`src/logic/crf_pkg.sv`:
```
// Package for the CPU core register file: widths, reset values, modes, carriers.
// Assumes a single clock domain and a synchronous active-high reset.
package crf_pkg;

    localparam int CRF_DW = 8;
    localparam int CRF_AW = 16;
    localparam logic [7:0] CRF_BYTE_ZERO = 8'h00;
    localparam logic [7:0] CRF_STACK_HI_PAGE0 = 8'h00;
    localparam logic [7:0] CRF_STACK_HI_PAGE1 = 8'h01;
    localparam logic [7:0] CRF_SP_RESET = 8'hff;
    localparam logic [15:0] CRF_PC_RESET = 16'h0000;
    localparam logic [15:0] CRF_PC_STEP = 16'h0001;
    localparam logic [1:0] CRF_MODE_SINGLE = 2'h0;
    localparam logic [1:0] CRF_MODE_EXPAND = 2'h1;
    localparam logic [1:0] CRF_MODE_MICRO = 2'h2;
    localparam logic [1:0] CRF_MODE_NONE = 2'h3;
    localparam int CRF_MODE_LSB = 0;
    localparam int CRF_STACK_PAGE_BIT = 2;
    localparam logic [7:0] CRF_MODE_REG_RESET = 8'h00;

    typedef enum logic [1:0]
    {
        CRF_SEL_A,
        CRF_SEL_X,
        CRF_SEL_Y,
        CRF_SEL_SP
    } crf_sel_e;

    typedef enum logic [1:0]
    {
        CRF_IDX_NONE,
        CRF_IDX_X,
        CRF_IDX_Y
    } crf_idx_e;

    typedef struct packed
    {
        logic we;
        crf_sel_e sel;
        logic [7:0] data;
    } crf_wr_s;

    typedef struct packed
    {
        logic advance;
        logic load;
        logic [15:0] value;
    } crf_pc_s;

    typedef struct packed
    {
        logic push;
        logic pop;
    } crf_stk_s;

endpackage

```
`src/logic/crf_addr_calc.sv`:
```
// Effective and stack address former for the CPU register file.
// Assumes operands and register values are stable in the cycle they are used.
`timescale 1ns/1ps
`default_nettype none
module crf_addr_calc
    import crf_pkg::*;
(
    input wire logic clock,
    input wire logic sys_rst,
    input wire crf_idx_e idx_sel,
    input wire logic [15:0] operand,
    input wire logic [7:0] x_val,
    input wire logic [7:0] y_val,
    input wire logic [7:0] sp_val,
    input wire logic stack_page,
    output logic [15:0] eff_addr_q,
    output logic [15:0] stack_addr_q
);

    logic [7:0] idx_val;

    always_comb
    begin
        case (idx_sel)
            CRF_IDX_X: idx_val = x_val;
            CRF_IDX_Y: idx_val = y_val;
            default: idx_val = CRF_BYTE_ZERO;
        endcase
    end

    // ========================================
    // Address registers
    // operand plus index
    always_ff @(posedge clock)
    begin
        if (sys_rst)
            eff_addr_q <= CRF_PC_RESET;
        else
            eff_addr_q <= operand + {CRF_BYTE_ZERO, idx_val};
    end

    always_ff @(posedge clock)
    begin
        if (sys_rst)
            stack_addr_q <= {CRF_STACK_HI_PAGE0, CRF_SP_RESET};
        else
            stack_addr_q <= {stack_page ? CRF_STACK_HI_PAGE1 : CRF_STACK_HI_PAGE0, sp_val};
    end
endmodule
`default_nettype wire

```
`src/logic/crf_status_out.sv`:
```
// Bus status outputs: DMA activity and opcode fetch marker.
// Assumes the core and DMA engine give single-clock status levels.
`timescale 1ns/1ps
`default_nettype none
module crf_status_out
    import crf_pkg::*;
(
    input wire logic clock,
    input wire logic sys_rst,
    input wire logic [1:0] proc_mode,
    input wire logic dma_busy,
    input wire logic fetch_cycle,
    output logic dma_activity_output_q,
    output logic opcode_fetch_marker_q,
    output logic status_valid_q
);

    logic mode_ext;

    assign mode_ext = (proc_mode == CRF_MODE_EXPAND) || (proc_mode == CRF_MODE_MICRO);

    // ========================================
    // Status registers
    // high during transfer
    always_ff @(posedge clock)
    begin
        if (sys_rst)
            dma_activity_output_q <= 1'b0;
        else
            dma_activity_output_q <= dma_busy;
    end

    always_ff @(posedge clock)
    begin
        if (sys_rst)
            opcode_fetch_marker_q <= 1'b0;
        else
            opcode_fetch_marker_q <= fetch_cycle;
    end

    always_ff @(posedge clock)
    begin
        if (sys_rst)
            status_valid_q <= 1'b0;
        else
            status_valid_q <= mode_ext;
    end
endmodule
`default_nettype wire

```
`src/logic/crf_core.sv`:
```
// Core register file: accumulator, index registers, stack pointer, program
// counter, first CPU mode register, address former and bus status outputs.
// Assumes the sequencer outside drives one-cycle control strobes.
`timescale 1ns/1ps
`default_nettype none
module crf_core
    import crf_pkg::*;
#(
    parameter int DW = CRF_DW
)
(
    input wire logic clock,
    input wire logic sys_rst,
    input wire crf_wr_s reg_wr,
    input wire crf_stk_s stack_op,
    input wire crf_pc_s pc_ctl,
    input wire crf_idx_e idx_sel,
    input wire logic [15:0] operand,
    input wire logic mode_wr,
    input wire logic [7:0] mode_wdata,
    input wire logic dma_busy,
    input wire logic fetch_cycle,
    output logic [7:0] acc_q,
    output logic [7:0] x_q,
    output logic [7:0] y_q,
    output logic [7:0] sp_q,
    output logic [7:0] program_counter_high_q,
    output logic [7:0] program_counter_low_q,
    output logic [7:0] cpu_mode_register_first_q,
    output logic [15:0] eff_addr_q,
    output logic [15:0] stack_addr_q,
    output logic dma_activity_output_q,
    output logic opcode_fetch_marker_q,
    output logic status_valid_q
);

    logic [15:0] pc_d;
    logic [DW-1:0] sp_d;
    logic [1:0] mode_field;

    // ========================================
    // Data registers
    // accumulator write
    always_ff @(posedge clock)
    begin
        if (sys_rst)
            acc_q <= CRF_BYTE_ZERO;
        else if (reg_wr.we && reg_wr.sel == CRF_SEL_A)
            acc_q <= reg_wr.data;
    end

    always_ff @(posedge clock)
    begin
        if (sys_rst)
            x_q <= CRF_BYTE_ZERO;
        else if (reg_wr.we && reg_wr.sel == CRF_SEL_X)
            x_q <= reg_wr.data;
    end

    always_ff @(posedge clock)
    begin
        if (sys_rst)
            y_q <= CRF_BYTE_ZERO;
        else if (reg_wr.we && reg_wr.sel == CRF_SEL_Y)
            y_q <= reg_wr.data;
    end

    // ========================================
    // Stack pointer
    // A direct write beats push or pop; the stack grows downward, so the
    // pointer always names the next free save slot.
    always_comb
    begin
        sp_d = sp_q;
        if (reg_wr.we && reg_wr.sel == CRF_SEL_SP)
            sp_d = reg_wr.data;
        else if (stack_op.push && !stack_op.pop)
            sp_d = sp_q - 8'h01;
        else if (stack_op.pop && !stack_op.push)
            sp_d = sp_q + 8'h01;
    end

    always_ff @(posedge clock)
    begin
        if (sys_rst)
            sp_q <= CRF_SP_RESET;
        else
            sp_q <= sp_d;
    end

    // ========================================
    // Program counter
    // A load wins over the advance so vectoring is never skipped.
    always_comb
    begin
        pc_d = {program_counter_high_q, program_counter_low_q};
        if (pc_ctl.load)
            pc_d = pc_ctl.value;
        else if (pc_ctl.advance)
            pc_d = pc_d + CRF_PC_STEP;
    end

    always_ff @(posedge clock)
    begin
        if (sys_rst)
        begin
            program_counter_high_q <= CRF_PC_RESET[15:8];
            program_counter_low_q <= CRF_PC_RESET[7:0];
        end
        else
        begin
            program_counter_high_q <= pc_d[15:8];
            program_counter_low_q <= pc_d[7:0];
        end
    end

    // ========================================
    // First CPU mode register
    // A write of the unavailable mode code keeps the old mode field, since
    // the status outputs would have no defined meaning in it.
    // mode register write
    always_ff @(posedge clock)
    begin
        if (sys_rst)
            cpu_mode_register_first_q <= CRF_MODE_REG_RESET;
        else if (mode_wr)
        begin
            cpu_mode_register_first_q <= mode_wdata;
            if (mode_wdata[CRF_MODE_LSB +: 2] == CRF_MODE_NONE)
                cpu_mode_register_first_q[CRF_MODE_LSB +: 2] <=
                    cpu_mode_register_first_q[CRF_MODE_LSB +: 2];
        end
    end

    assign mode_field = cpu_mode_register_first_q[CRF_MODE_LSB +: 2];

    // ========================================
    // Submodules
    crf_addr_calc u_addr
    (
        .clock(clock),
        .sys_rst(sys_rst),
        .idx_sel(idx_sel),
        .operand(operand),
        .x_val(x_q),
        .y_val(y_q),
        .sp_val(sp_q),
        .stack_page(cpu_mode_register_first_q[CRF_STACK_PAGE_BIT]),
        .eff_addr_q(eff_addr_q),
        .stack_addr_q(stack_addr_q)
    );

    crf_status_out u_status
    (
        .clock(clock),
        .sys_rst(sys_rst),
        .proc_mode(mode_field),
        .dma_busy(dma_busy),
        .fetch_cycle(fetch_cycle),
        .dma_activity_output_q(dma_activity_output_q),
        .opcode_fetch_marker_q(opcode_fetch_marker_q),
        .status_valid_q(status_valid_q)
    );
endmodule
`default_nettype wire

```
`config.mk`:
```
export PLATFORM = sky130hd
export DESIGN_NAME = crf_core
export DESIGN_NICKNAME = d
export VERILOG_FILES = /design/src/logic/crf_pkg.sv /design/src/logic/crf_addr_calc.sv /design/src/logic/crf_status_out.sv /design/src/logic/crf_core.sv
export SDC_FILE = /design/constraint.sdc
export NUM_CORES = 1
export LEC_CHECK = 0
export ABC_AREA = 0
export CAP_MARGIN = 20
export CORE_MARGIN = 2
export CORE_UTILIZATION = 47
export CTS_BUF_LIST = sky130_fd_sc_hd__clkbuf_16
export DETAILED_ROUTE_END_ITERATION = 12
export DONT_BUFFER_PORTS = 1
export SLEW_MARGIN = 10
export SYNTH_ARGS = -nofsm -noshare
export SYNTH_HDL_FRONTEND = slang
export SYNTH_SLANG_ARGS = --single-unit
```
`constraint.sdc`:
```
create_clock -name clock -period 3.25 [get_ports clock]
set_input_delay 0.1625 -clock clock [delete_from_list [all_inputs] [get_ports clock]]
set_output_delay 0.1625 -clock clock [all_outputs]
set_load 0.01 [all_outputs]
```
==> results of run 1 <==
registers in the layout, summed over array words and instances (netlist names):
| signal | count |
|---|---|
| acc_q | 8 |
| cpu_mode_register_first_q | 8 |
| program_counter_high_q | 8 |
| program_counter_low_q | 8 |
| sp_q | 8 |
| u_addr.eff_addr_q | 16 |
| u_addr.stack_addr_q | 9 |
| u_status.dma_activity_output_q | 1 |
| u_status.opcode_fetch_marker_q | 1 |
| u_status.status_valid_q | 1 |
| x_q | 8 |
| y_q | 8 |
power breakdown:
part	internal [µW]	switching [µW]
logic	175	173
clock network	600	409
registers	1100	96.3
repair_timing:
item | in CTS | in global routing
hold buffers | 37 | 1
endpoints found under the hold margin | 78 | 1
resized for setup | 0 | 0
metrics by stage:
step / instance area, µm² / worst slack, ps / hold slack [ps] / instances / total power, µW
after CTS: 4845 / 421.9 / 0.4926 / 591 / 2584
after global routing: 4855 / 225.7 / 6.721 / 592 / 2677
final: 4855 / 431.7 / 5.292 / 592 / 2551
after global placement: 4155 / 810.9 / 237.8 / 538 / 1493
after detailed placement: 4155 / 708.8 / 239.9 / 538 / 1503
after floorplan: 4170 / 841.2 / 280.3 / 462 / 1466
worst max-delay path: stages, from the launching register on:
cell and delay (ps):
dfxtp_1 440, a22oi_1 130, nor2_1 220, ha_1 290, a211oi_1 340, o21bai_1 210
a31oi_4 320, or3_1 150, a21oi_1 50, dlygate4sd3_1 560
worst max-delay path by stage:
stage	from	to	slack [ps]	cells after the start
after floorplan	idx_sel[0]	u_addr.eff_addr_q[10]	840	11
after global placement	idx_sel[0]	u_addr.eff_addr_q[12]	810	11
after detailed placement	idx_sel[0]	u_addr.eff_addr_q[12]	710	10
after CTS	y_q[1]	u_addr.eff_addr_q[11]	420	9
after global routing	y_q[1]	u_addr.eff_addr_q[11]	230	9
final	y_q[1]	u_addr.eff_addr_q[11]	430	9
area by class of cell:
class | instances | area, µm² | share of cell area
clock buffers | 9 | 225.2 | 0.04639
clock inverters | 7 | 76.32 | 0.01572
inverters | 13 | 48.80 | 0.01005
repair buffers | 39 | 405.4 | 0.08351
multi-input cells | 332 | 2282 | 0.4701
well taps | 108 | 135.1 | 0.02784
flip-flops and latches | 84 | 1682 | 0.3464
layer usage:
metal | vias to the layer above | routed length (µm)
li1 | 1619 | -
met1 | 1510 | 4276
met2 | 100 | 4765
met3 | 11 | 771
met4 | 0 | 125
met5 | - | 0
placed cells by master (no fill, tap or decap), types with 7 or more instances in the layout:
| cell | netlist | layout |
|---|---|---|
| nor2b_1 | 13 | 13 |
| dlygate4sd3_1 | 0 | 37 |
| a21oi_1 | 19 | 19 |
| inv_1 | 13 | 14 |
| dfxtp_1 | 84 | 84 |
| clkbuf_16 | 0 | 9 |
| a211oi_1 | 8 | 8 |
| conb_1 | 1 | 7 |
| a22oi_1 | 8 | 8 |
| nor2_1 | 74 | 74 |
| ha_1 | 17 | 17 |
| or3_1 | 7 | 7 |
| nand3_1 | 12 | 12 |
| o21ai_0 | 7 | 7 |
| xnor2_1 | 19 | 19 |
| nor3_1 | 9 | 9 |
| nand2_1 | 11 | 11 |
| mux2i_1 | 37 | 37 |
| or2_2 | 8 | 8 |
logic make-up (layout without fill, tap and decap cells):
kind of cell	Yosys count	after routing
flops	84	84
other cells	1	7
compound gates	75	75
fa+ha+maj	19	19
xor+xnor	23	23
mux	40	40
simple gates	168	168
buf+inv	46	68
==> out/metrics.yaml, run 1 <==
outcome: "finished clean"
synth-warning-count: 0
grt_use_met2: 0.3488
min_to: "u_addr.eff_addr_q[8]"
required_ps: 3470
antennaDiodeCount: 0
synth_most_common_cell: "dfxtp_1"
worstSetupStartpointType: "flop"
post_cts_buffers: 0
grt_max_degree: 77
ys_seq_area_frac: 0.4054
htree_levels: 3
muxShareOfSynthArea: 0.1002
grt_usage: 0.2049
cts_root_buf: "clkbuf_16"
antenna_found_initial: 0
synthAdderAreaFrac: 0.06094
die-width_um: 97.94
ys_seq_elements: 84
tns_ps: 0
hold_viol: 0
reg2reg_depth: 9
period_needed_ps: 2818
yosys.area_share.xor_xnor: 0.04857
drcViolationCount: 0
hp-class: "in2reg"
clock_latency_ps: 320
r2r_setup_slack_ps: 430
syn_to_final_growth_pct: 17.04
viasPerCell: 5.473
first_global_vias: 3222
synthArstFlopShare: 0
synth_compound_area_frac: 0.1291
cts.sinks: 84
drive_above_1_share: 0.08471
worstPathMaxFanout: 8
synthCells: 456
yosysTopAreaCellShare: 0.4054
leakagePower_uw: 0.002057
whs_path_depth: 2
fillers: 801
hold_path.startpoint: "operand[8]"
slew_viol_final: 0
synthTopCellsByCount: "dfxtp_1 (84), nor2_1 (74), mux2i_1 (37)"
slew_headroom: 0.3210
synthDistinctLibCells: 57
r2r_end: "u_addr.eff_addr_q[11]"
grt_util_met1: 0.2444
worstSetupPathType: "reg2reg"
synth_area_um2: 4148
routed_wl_um: 9939
clock_skew_ps: 7.150
use_met3: 0.06943
cts_tree: "yes"
synthSimpleGateAreaFrac: 0.2051
drv_cap: 0
synth_edf_count: 0
ant_nets: 0
cts_buffer_depth: 2
synthTopCellsByArea: "dfxtp_1 (41%), mux2i_1 (8.9%), nor2_1 (6.7%), ha_1 (5.1%), xnor2_1 (4.0%)"
core_um2: 8636
io_buffers: 0
worstMarginPinSlew_ps: 1011
peakVddDrop_v: 0.0002732
fin_crit_sh: 0.8672
top_usage_layer: "met2"
yosysTopAreaCell: "dfxtp_1"
grt_pass1_wl_um: 16060
max_freq_mhz: 354.8
ioPinCount: 153
gp_congestion: 0.7664
chipHeight_um: 97.94
end_kind: "flop"
dr_total_vias: 3240
syn_avg_cell_area_um2: 9.096
numCtsBuffers: 9
crit_arrival_ps: 3030
grt_setup_unrepaired: "no"
rows: 34
dp_hpwl_um: 7053
crit-reg2reg-launch: "y_q[1]"
wire_per_inst_um: 16.79
initial_core_util: 0.4803
fin_util: 0.5622
first_pass_iters: 4
setup_violations: 0
ys.flop_type: "dfxtp_1"
synth_top_family_by_area: "simple AND/OR/NAND/NOR gates"
clk_pin_slew_worst_paths_ps: 70
nets: 560
power_density_nw_per_um2: 525.5
drtIter0Drc: 83
gr-total-overflow: 0
dieArea_um2: 9592
No activity file was read; power rests on OpenSTA's default activity.
==> inputs of run 2 (changes only) <==
ABC_AREA = 1   (was 0)
==> out/metrics.yaml, run 2 <==
outcome: "finished clean"
viasPerCell: 5.266  # -3.8%
tns_ps: 0  # unchanged
synth-warning-count: 0  # unchanged
syn_to_final_growth_pct: 10.85
place_inst: 718  # +33%
max_freq_mhz: 494.8  # +39%
worstPathMaxFanout: 3  # -5
synth_edf_count: 0  # unchanged
ys.flop_type: "dfxtp_1"
chipHeight_um: 100.4  # +2.6%
rows: 35  # +2.9%
io_buffers: 0  # unchanged
leakagePower_uw: 0.002230  # +8.4%
hp-class: "in2reg"
reg2reg_depth: 12  # +3
final_cell_mix: "nand2_1 (139), dfxtp_1 (84), inv_1 (82), nor2_1 (68), a21oi_1 (54)"
cts_tree: "yes"
end_kind: "flop"
worstSetupPathType: "reg2reg"
power_density_nw_per_um2: 523.6  # -0.37%
reg_top3: "u_addr.eff_addr_q: 16 flops, u_addr.stack_addr_q: 9 flops"
regMostFlops: "u_addr.eff_addr_q"
peakVddDrop_v: 0.0002926  # +7.1%
numCtsBuffers: 9  # unchanged
largest_reg_flops: 16  # unchanged
routed_wl_um: 11310  # +14%
ant_nets: 0  # unchanged
clock_skew_ps: 11.50  # +4.351 ps
yosysTopAreaCell: "dfxtp_1"
ctsResizeCount: 0  # unchanged
grt_usage: 0.2269  # +0.02201
r2r_end: "u_addr.eff_addr_q[6]"
drcViolationCount: 0  # unchanged
power.total_uw: 2537  # -0.54%
core_um2: 9153  # +6.0%
drv_cap: 0  # unchanged
min_to: "acc_q[4]"
synthDistinctLibCells: 38  # -33%
cts.sinks: 84  # unchanged
post_dp_cell_area_um2: 4363  # +5.0%
fillers: 954  # +19%
fin_crit_sh: 0.6218  # -0.2454
synthCells: 627  # +38%
antennaDiodeCount: 0  # unchanged
yosysTopAreaCellShare: 0.3847  # -0.02077
synthTopCellsByCount: "nand2_1 (139), dfxtp_1 (84), inv_1 (82)"
gr-total-overflow: 0  # unchanged
ys_seq_elements: 84  # unchanged
ioPinCount: 153  # unchanged
required_ps: 3480  # about the same
drive_above_1_share: 0.06075  # -0.02396
grt_pass1_wl_um: 18260  # +14%
slew_headroom: 0.4317  # +0.1107
antenna_found_initial: 0  # unchanged
clock_latency_ps: 340  # +20 ps
synth_most_common_cell: "nand2_1"
hold_viol: 0  # unchanged
hold_path.startpoint: "reg_wr[4]"
gp_congestion: 0.8655  # +13%
worstSetupStartpointType: "flop"
crit_arrival_ps: 2250  # -780 ps
worstMarginPinSlew_ps: 849.3  # -161.9 ps
crit-reg2reg-launch: "y_q[0]"
dieArea_um2: 10090  # +5.2%
synth_area_um2: 4372  # +5.4%
fin_ws_ps: 1229  # +797.5 ps
finalInstanceArea_um2: 4846  # -0.18%
period_needed_ps: 2021  # -797.5 ps
synthArstFlopShare: 0  # unchanged
first_global_vias: 3792  # +18%
syn_avg_cell_area_um2: 6.972  # -23%
cts_root_buf: "clkbuf_16"
r2r_setup_slack_ps: 1230  # +800 ps
dpl_worst_slack_ps: 1082  # +372.9 ps
clk_pin_slew_worst_paths_ps: 70  # about the same
wire_per_inst_um: 15.03  # -11%
cts_buffer_depth: 2  # unchanged
whs_path_depth: 2  # unchanged
stdcell_count: 753  # +27%
final_common_cell: "nand2_1"
die-width_um: 100.4  # +2.6%
first_pass_iters: 4  # unchanged
htree_levels: 3  # unchanged
synthTopCellsByArea: "dfxtp_1 (38%), nand2_1 (12%), inv_1 (7.0%), a21oi_1 (6.2%), nor2_1 (5.8%)"
setup_violations: 0  # unchanged
drtIter0Drc: 107  # +29%
dp_hpwl_um: 8184  # +16%
ys_seq_area_frac: 0.3847  # -0.02077
grt_setup_unrepaired: "no"
nets: 718  # +28%
slew_viol_final: 0  # unchanged
grt_max_degree: 54  # -30%
initial_core_util: 0.4776  # -0.002647
dr_total_vias: 3965  # +22%
crit_start: "y_q[0]"
-- run 2: cell types whose count changed after synthesis, moves of 6 or more --
cell and delta:
and3_1 -6, nand2_1 +128, nor2_1 -6, o21ai_0 +41
inv_1 +69, a21oi_1 +35, mux2i_1 -37, nor3_1 -8
nand3_1 +24, xnor2_1 -17, nor2b_1 -13, buf_1 -8
a211oi_1 -6, or3_1 -7
-- run 2: worst max-delay path by stage --
stage | end | slack (ps) | depth (start not counted)
final | u_addr.eff_addr_q[6] | 1230 | 12
after global routing | u_addr.eff_addr_q[6] | 1020 | 12
after CTS | u_addr.eff_addr_q[6] | 1230 | 12
after detailed placement | u_addr.eff_addr_q[6] | 1080 | 13
after global placement | u_addr.eff_addr_q[6] | 1160 | 13
after floorplan | u_addr.eff_addr_q[6] | 1190 | 14
-- run 2: cell families (layout without fill, tap and decap cells) --
logic type	Yosys count	count (layout)	synth area share
AND/OR/NAND/NOR	275	275	0.2673
AO/OA/AOI/OAI	129	129	0.1614
buffers and inverters	111	120	0.1119
flip-flops	84	84	0.3847
adder cells (fa/ha/maj)	19	19	0.05781
XOR/XNOR	8	8	0.01603
other	1	7	0.0008578
-- run 2: power by group --
group | switching [µW] | internal [µW] | leakage, µW
clock | 447 | 529 | 0.000141
combinational | 211 | 137 | 0.00139
sequential | 106 | 1110 | 0.000695
-- run 2: repair_timing --
action | 4_1_cts | 5_1_grt
hold endpoints to repair | 48 | 0
hold buffers | 19 | 0
setup buffers | 0 | 0
-- run 2: critical path, cell delays in order (launching register included) --
cell and delay, ps:
dfxtp_1 380, nand2_1 80, a21oi_1 70, ha_1 230, fa_1 400, nand2_1 90
nand3_1 110, nand2_1 120, nor2_1 50, o21ai_0 210, nand2_1 80, nand2_1 60
nor2_1 40
-- run 2: cell type report --
class                   count  area (µm²)  area share
multi-input cells         438        2223      0.4588
flip-flops and latches     84        1682      0.3470
inverters                  85       319.1     0.06584
clock buffers               9       225.2     0.04648
repair buffers             19       200.2     0.04131
well taps                 111       138.9     0.02866
clock inverters             7       57.56     0.01188
-- run 2: per-stage QoR --
stage / util / hold slack (ps)
finish: 0.5295 / 7.384
global route: 0.5295 / 12.28
CTS: 0.5295 / 0.06448
detailed placement: 0.4767 / 235.8
global placement: 0.4767 / 235.9
floorplan: - / 253.2
-- run 2: metal layers --
metal	track usage	vias to the layer above	routed length [µm]	share of wire
li1	-	2035	-	-
met1	0.2916	1797	5176	0.46
met2	0.3769	126	5236	0.46
met3	0.06267	7	792	0.070
met4	0.05796	0	108	0.0095
met5	0	-	0	0
